$ cat src/core/odts_defines.vh
// Constants for the on-die termination selector: register map, field
// positions, termination state codes and latency arithmetic.
// Assumes inclusion by bare name from the design files under core/.
`ifndef ODTS_DEFINES_VH
`define ODTS_DEFINES_VH

`define ODTS_REG_NOM 12'h000
`define ODTS_REG_WR 12'h004
`define ODTS_REG_PARK 12'h008
`define ODTS_REG_CTRL 12'h00c
`define ODTS_REG_LAT 12'h010
`define ODTS_REG_STAT 12'h014

`define ODTS_NOM_RST 3'h0
`define ODTS_WR_RST 3'h0
`define ODTS_PARK_RST 3'h0
`define ODTS_WR_MASK 3'h3

`define ODTS_CTRL_SREF 0
`define ODTS_CTRL_PRE2 1
`define ODTS_LAT_WL_LSB 0
`define ODTS_LAT_RL_LSB 8
`define ODTS_LAT_BL_LSB 16
`define ODTS_WL_RST 8'h09
`define ODTS_RL_RST 8'h0b
`define ODTS_BL_RST 8'h08

`define ODTS_X_PRE1 8'h02
`define ODTS_X_PRE2 8'h03
`define ODTS_WR_HOLD 8'h06
`define ODTS_DLY_DEPTH 64

`define ODTS_ST_HIZ 4'h1
`define ODTS_ST_PARK 4'h2
`define ODTS_ST_NOM 4'h4
`define ODTS_ST_WR 4'h8

`endif

$ cat src/core/odts_delay_line.v
// Programmable delay line for one bit: output equals input from
// delay cycles ago (delay 0 passes through).
// Assumes a single clock domain and delay below the depth.
`timescale 1ns/1ns
`default_nettype none
`include "odts_defines.vh"
module odts_delay_line (
  input wire core_clk,
  input wire reset_n,
  input wire din,
  input wire [7:0] delay,
  output wire dout
);
  reg [`ODTS_DLY_DEPTH-1:0] pipe_q;
  always @(posedge core_clk or negedge reset_n) begin
    if (!reset_n) begin
      pipe_q <= {`ODTS_DLY_DEPTH{1'b0}};
    end else begin
      pipe_q <= {pipe_q[`ODTS_DLY_DEPTH-2:0], din};
    end
  end
  assign dout = (delay == 8'h00) ? din :
    pipe_q[delay[5:0] - 6'h01];
endmodule
`default_nettype wire

$ cat src/core/odts_top.v
// On-die termination selector with AHB-Lite register port.
// Assumes ODT pin is asynchronous, command strobes are core_clk pulses.
`timescale 1ns/1ns
`default_nettype none
`include "odts_defines.vh"
module odts_top (
  input wire core_clk,
  input wire reset_n,
  input wire hsel,
  input wire [11:0] haddr,
  input wire [1:0] htrans,
  input wire hwrite,
  input wire [2:0] hsize,
  input wire [31:0] hwdata,
  input wire hready,
  output reg [31:0] hrdata,
  output wire hreadyout,
  output wire hresp,
  input wire odt_pin,
  input wire wr_cmd,
  input wire rd_cmd,
  output reg [3:0] term_state,
  output reg [2:0] term_code,
  output reg [21:0] term_en_x16,
  output reg odt_rx_en
);
  reg [2:0] nom_q;
  reg [2:0] wr_q;
  reg [2:0] park_q;
  reg sref_q;
  reg pre2_q;
  reg [7:0] wl_q;
  reg [7:0] rl_q;
  reg [7:0] bl_q;
  reg odt_s1_q;
  reg odt_s2_q;
  reg [7:0] rd_cnt_q;
  reg [7:0] wr_cnt_q;
  reg [11:0] addr_q;
  reg wen_q;
  reg ren_q;
  wire [7:0] x_val;
  wire [7:0] odt_lat;
  wire [7:0] rd_lat;
  wire nom_on;
  wire wr_on;
  wire park_on;
  wire odt_gated;
  wire odt_late;
  wire wr_late;
  wire rd_late;
  wire any_en;
  wire acc;
  reg [3:0] state_d;
  reg [2:0] code_d;

  // Bus decode; zero wait states, always OKAY.
  assign acc = hsel & hready & htrans[1];
  assign hreadyout = 1'b1;
  assign hresp = 1'b0;

  always @(posedge core_clk or negedge reset_n) begin
    if (!reset_n) begin
      addr_q <= 12'h000;
      wen_q <= 1'b0;
      ren_q <= 1'b0;
    end else begin
      addr_q <= haddr;
      wen_q <= acc & hwrite;
      ren_q <= acc & ~hwrite;
    end
  end

  always @(posedge core_clk or negedge reset_n) begin
    if (!reset_n) begin
      nom_q <= `ODTS_NOM_RST;
      wr_q <= `ODTS_WR_RST;
      park_q <= `ODTS_PARK_RST;
      sref_q <= 1'b0;
      pre2_q <= 1'b0;
      wl_q <= `ODTS_WL_RST;
      rl_q <= `ODTS_RL_RST;
      bl_q <= `ODTS_BL_RST;
    end else if (wen_q) begin
      case (addr_q)
        `ODTS_REG_NOM: nom_q <= hwdata[2:0];
        `ODTS_REG_WR: wr_q <= hwdata[2:0] & `ODTS_WR_MASK;
        `ODTS_REG_PARK: park_q <= hwdata[2:0];
        `ODTS_REG_CTRL: begin
          sref_q <= hwdata[`ODTS_CTRL_SREF];
          pre2_q <= hwdata[`ODTS_CTRL_PRE2];
        end
        `ODTS_REG_LAT: begin
          wl_q <= hwdata[`ODTS_LAT_WL_LSB+7:`ODTS_LAT_WL_LSB];
          rl_q <= hwdata[`ODTS_LAT_RL_LSB+7:`ODTS_LAT_RL_LSB];
          bl_q <= hwdata[`ODTS_LAT_BL_LSB+7:`ODTS_LAT_BL_LSB];
        end
        default: begin
        end
      endcase
    end
  end

  always @(posedge core_clk or negedge reset_n) begin
    if (!reset_n) begin
      hrdata <= 32'h00000000;
    end else if (acc & ~hwrite) begin
      case (haddr)
        `ODTS_REG_NOM: hrdata <= {29'h0, nom_q};
        `ODTS_REG_WR: hrdata <= {29'h0, wr_q};
        `ODTS_REG_PARK: hrdata <= {29'h0, park_q};
        `ODTS_REG_CTRL: hrdata <= {30'h0, pre2_q, sref_q};
        `ODTS_REG_LAT: hrdata <= {8'h00, bl_q, rl_q, wl_q};
        `ODTS_REG_STAT: hrdata <= {23'h0, odt_rx_en, any_en,
          term_code, term_state};
        default: hrdata <= 32'h00000000;
      endcase
    end
  end

  // ODT pin synchroniser.
  always @(posedge core_clk or negedge reset_n) begin
    if (!reset_n) begin
      odt_s1_q <= 1'b0;
      odt_s2_q <= 1'b0;
    end else begin
      odt_s1_q <= odt_pin;
      odt_s2_q <= odt_s1_q;
    end
  end

  assign any_en = (nom_q != 3'h0) | (wr_q != 3'h0) | (park_q != 3'h0);
  assign x_val = pre2_q ? `ODTS_X_PRE2 : `ODTS_X_PRE1;
  assign odt_lat = wl_q - x_val;
  assign rd_lat = rl_q - x_val;
  assign odt_gated = odt_s2_q & (nom_q != 3'h0) & ~sref_q;

  odts_delay_line u_odt_dly (
    .core_clk(core_clk),
    .reset_n(reset_n),
    .din(odt_gated),
    .delay(odt_lat),
    .dout(odt_late)
  );

  odts_delay_line u_wr_dly (
    .core_clk(core_clk),
    .reset_n(reset_n),
    .din(wr_cmd & (wr_q != 3'h0)),
    .delay(odt_lat),
    .dout(wr_late)
  );

  odts_delay_line u_rd_dly (
    .core_clk(core_clk),
    .reset_n(reset_n),
    .din(rd_cmd),
    .delay(rd_lat),
    .dout(rd_late)
  );

  // Window counters for read disable and write termination.
  always @(posedge core_clk or negedge reset_n) begin
    if (!reset_n) begin
      rd_cnt_q <= 8'h00;
      wr_cnt_q <= 8'h00;
    end else if (sref_q) begin
      rd_cnt_q <= 8'h00;
      wr_cnt_q <= 8'h00;
    end else begin
      if (rd_late) begin
        rd_cnt_q <= (bl_q >> 1) + x_val - 8'h01;
      end else if (rd_cnt_q != 8'h00) begin
        rd_cnt_q <= rd_cnt_q - 8'h01;
      end
      if (wr_late) begin
        wr_cnt_q <= `ODTS_WR_HOLD - 8'h01;
      end else if (wr_cnt_q != 8'h00) begin
        wr_cnt_q <= wr_cnt_q - 8'h01;
      end
    end
  end

  assign wr_on = wr_late | (wr_cnt_q != 8'h00);
  assign nom_on = odt_late & (nom_q != 3'h0);
  assign park_on = park_q != 3'h0;

  always @* begin
    state_d = `ODTS_ST_HIZ;
    code_d = 3'h0;
    if (sref_q) begin
      state_d = `ODTS_ST_HIZ;
    end else if (rd_late | (rd_cnt_q != 8'h00)) begin
      state_d = `ODTS_ST_HIZ;
    end else if (wr_on) begin
      state_d = `ODTS_ST_WR;
      code_d = wr_q;
    end else if (nom_on) begin
      state_d = `ODTS_ST_NOM;
      code_d = nom_q;
    end else if (park_on) begin
      state_d = `ODTS_ST_PARK;
      code_d = park_q;
    end
  end

  // Registered one-hot state, updated every rising edge.
  always @(posedge core_clk or negedge reset_n) begin
    if (!reset_n) begin
      term_state <= `ODTS_ST_HIZ;
      term_code <= 3'h0;
      term_en_x16 <= 22'h000000;
      odt_rx_en <= 1'b0;
    end else begin
      term_state <= state_d;
      term_code <= code_d;
      term_en_x16 <= {22{code_d != 3'h0}};
      odt_rx_en <= (nom_q != 3'h0) & ~sref_q;
    end
  end
endmodule
`default_nettype wire

$ cat config.mk
export PLATFORM = sky130hd
export DESIGN_NAME = odts_top
export DESIGN_NICKNAME = d
export VERILOG_FILES = /design/src/core/odts_delay_line.v /design/src/core/odts_top.v
export VERILOG_INCLUDE_DIRS = /design/src /design/src/core
export SDC_FILE = /design/constraint.sdc
export NUM_CORES = 1
export LEC_CHECK = 0
export BUFFER_PORTS_ARGS = -buffer_cell sky130_fd_sc_hd__buf_2
export CORE_ASPECT_RATIO = 0.5
export CORE_MARGIN = 1
export CORE_UTILIZATION = 41
export DETAILED_ROUTE_END_ITERATION = 8
export PLACE_DENSITY_LB_ADDON = 0.12
export SLEW_MARGIN = 20
export SYNTH_ARGS = -nofsm -noshare
export SYNTH_HDL_FRONTEND = slang
export SYNTH_SLANG_ARGS = --single-unit
$ cat constraint.sdc
create_clock -name core_clk -period 3.88 [get_ports core_clk]
set_input_delay 0.776 -clock core_clk [delete_from_list [all_inputs] [get_ports core_clk]]
set_output_delay 0.776 -clock core_clk [all_outputs]
set_load 0.1 [all_outputs]
==> metrics.md <==
| Metric | Value |
|---|---|
| Status | complete, no violations |
| Synth Area in Simple Gates | 7.664% |
| DR WL/cell | between 15 and 20 um |
| FMAX | 0.2771 GHz |
| Most frequent cell after synthesis | dfrtp_1 |
| Drt drc | 0 |
| I/O Pins | 121 |
| Reg clk slew, reported paths | approximately 70 ps |
| Die area | 29030 um2 |
| Synth area leaders | dfrtp_1 61%, mux4_2 9.3%, mux2_2 4.0% |
| Worst hold slack | 296.4 ps |
| Total congestion overflow | 0 |
| Worst-margin pin slew | 869.3 ps |
| Worst EP required | 4300 ps |
| CP Capture Type | flop |
| Comb power frac | 18.2% |
| Register bit total from synthesis | just under 300 |
| GRT Overall Usage | 16.69% |
| Placed Area | 12450 um2 |
| CTS root buffer | clkbuf_16 |
| CP Max Fanout | 6 |
| TritonCTS Buffers | 26 |
| Post-route insts no fill | around 1300 |
| Critical path class | flop to flop |
| Worst EP arrival | a little over 4000 ps |
| Largest net degree at the start of global routing | 116 |
| Iteration count of the initial detailed-routing pass | 6 |
| Post-route cell area | 13370 um2 |
| Worst vdd ir | 338.7 uV |
| Setup Skew | approximately 15 ps |
| PnR worst setup slack | 270.8 ps |
| Number of vias per cell | 5.161 |
| Stages on worst setup path | 16 |
| Power Internal | 5.111 mW |
| CTS Buffer Depth | 3 |
| Slew HR | 42.04% |
| Pwr Density | roughly 540 nW/um2 |
| Insertion delay to the later sink of the worst-skew pair | 540 ps |
| Synth-to-Final Area Change | 15.14% |
| Core Footprint | 27760 um2 |
| CP cell instances | inv_1 -> ha_1 -> inv_1 -> ha_1 -> inv_1 -> ha_1 -> xor2_1 -> xnor2_2 -> buf_4 -> mux2i_1 -> and3_1 -> a211o_1 -> a21boi_2 -> o21a_1 -> nor2_1 -> o311ai_1 |
| Post-synth EDFFs | 0 |
| Max-slew violations | 0 |
| Ant diodes | 0 |
| Seq/Total Area, Yosys | a little over three fifths |
| Buf/Inv on CP | 4 |
| Vias in the first global route | 6933 |
| Hpwl dp | 15560 um |
| Final total power | about 7 mW |
| Max-cap viol count | 0 |
| Yosys top cell area share | 61.01% |
| Final Hold Vio Count | 0 |
| Total routed wirelength | 23130 um |
| Mean Syn Cell Area | approximately 15 um2 |
| Utilization after layout | roughly half |
| Initial antenna violation count | 0 |
| Synth area leader | dfrtp_1 |
| Unique masters post-synth | 71 |
| Row cnt | 43 |
| Via count | 6632 |
| Synth Area in Adders | about 1.4% |
| P_sw | approximately 2.0 mW |
| Commonest cells post-synth | 283 x dfrtp_1, 48 x mux4_2, 41 x mux2_2, 32 x buf_4, 29 x nor2_1 |
| Sequential fraction of design power | a little under half |
| CP delay by family, top | compound AO/OA/AOI/OAI gates |
| Cells after Synth | 788 |
| Synth Area in XOR/XNOR | 2.156% |
| 1st-iter DRT viols | around 380 |
| CTS tree | built |
| Clock Power Share | 35.7% |
| CP max stage cell | dfstp_2 |
| Cell area after synthesis | 11610 um2 |
| Final setup TNS | 0 ps |
| First-pass GRT wire length | around 38000 um |
| R2R depth | 16 |
| # setup viols final | 0 |
| Tcrit/Tclk final | 93.02% |
| Placed insts | 1232 |
| Final worst path period need | 3609 ps |
| Leak | 6.309 nW |
| CP max stage delay | between 500 and 600 ps |
| Setup crit start kind | flop |
| Final net count | 953 |
| Detail Route Antenna Nets | 0 |
| H-tree level count | 1 |
| Synth Flop Type | dfrtp_1 |
| Hold Crit Class | primary input to asynchronous set/reset pin |
| IO Port Bufs | between 90 and 100 |
| Worst slack, placed | roughly 160 ps |
| Layout cells sized above 1 | 31.56% |
| Initial Util | 41.81% |
| Yosys warns | 0 |
| Routability congestion estimate | 0.7945 |
| Die width | 240.0 um |
| Ys async rst share | 100.0% |
| Multiplexer share of the synthesized area | 15.73% |
| Main combinational cell family by area after synthesis | multiplexers |
| RSZ-0062 raised after global routing | false |
| Die H | 121.0 um |
| Synth Area in Compound Gates | 6.133% |
| Sw Ratio | 28.57% |
| Sink Count | 290 |
flip-flops by register name, summed over array words and instances, names as in the netlist, 2 cells and up:
signal	flops
u_odt_dly.pipe_q	64
u_rd_dly.pipe_q	64
u_wr_dly.pipe_q	64
hrdata	24
addr_q	12
bl_q	8
rd_cnt_q	8
rl_q	8
wl_q	8
wr_cnt_q	8
term_state	4
nom_q	3
park_q	3
term_code	3
wr_q	2
routing by layer:
layer	part of all wire, %	GRT usage (%)	up-vias
met4	2.0	3.782	0
met3	3.2	3.458	33
met5	0	0	-
li1	-	-	3038
met1	48	23.37	3470
met2	47	26.88	91
area by class of cell:
class,instances,area [um2]
fillers,2476,14400
flip-flops and latches,290,7266
multi-input cells,413,3908
clock buffers,37,762.0
repair buffers,125,753.2
well taps,382,478.0
inverters,27,101.3
clock inverters,11,97.59
worst register-to-register path: cells and delay by family (launching register included):
kind | cells | cell delay (ps)
buffers and inverters | 4 | 430
AND/OR/NAND/NOR | 2 | 300
flip-flops | 1 | 550
AO/OA/AOI/OAI | 4 | 1000
multiplexers | 1 | 90
XOR/XNOR | 2 | 460
adder cells (fa/ha/maj) | 3 | 670
placed cells by master (no fill, tap or decap), types with 10 or more instances in the layout:
cell / count
nand3_1: 20
a22o_1: 17
xor2_1: 10
a21oi_1: 13
nor2_1: 29
conb_1: 10
nand2_1: 18
ha_1: 12
mux2_2: 41
dfrtp_1: 283
o21ai_0: 13
mux2i_1: 26
mux4_2: 48
nor2b_1: 12
clkbuf_16: 26
nor3_1: 12
buf_2: 97
buf_4: 23
inv_1: 27
xnor2_1: 13
kinds of logic after synthesis:
logic type,count (synthesis)
other cells,2
flops,290
fa+ha+maj,13
buf+inv,93
xor+xnor,26
mux,116
simple gates,154
compound gates,94
worst paths after layout:
kind / start / to / slack, ps
max: rl_q[0] / rd_cnt_q[1] / 270
max in group asynchronous: reset_n / u_odt_dly.pipe_q[19] / 2570
min: reset_n / u_rd_dly.pipe_q[20] / 300
min reg2reg: odt_s1_q / odt_s2_q / 350
min in group core_clk: odt_pin / odt_s1_q / 340
max reg2reg: rl_q[0] / rd_cnt_q[1] / 270
what timing repair did:
item                                    in CTS  in global routing
endpoints found under the setup margin       0                 11
gates resized for setup                      0                  5
hold buffers                                 0                  0
setup buffers                                0                  5
hold endpoints to repair                     0                  0
power groups by stage:
stage	Combinational (mW)	Clock [mW]	Sequential (mW)
floorplan	0.954	0	3.37
global placement	1.28	0	3.34
detailed placement	1.29	0	3.35
CTS	1.30	2.65	3.30
global route	1.43	2.76	3.32
finish	1.30	2.56	3.30
No activity file was read; power rests on OpenSTA's default activity.
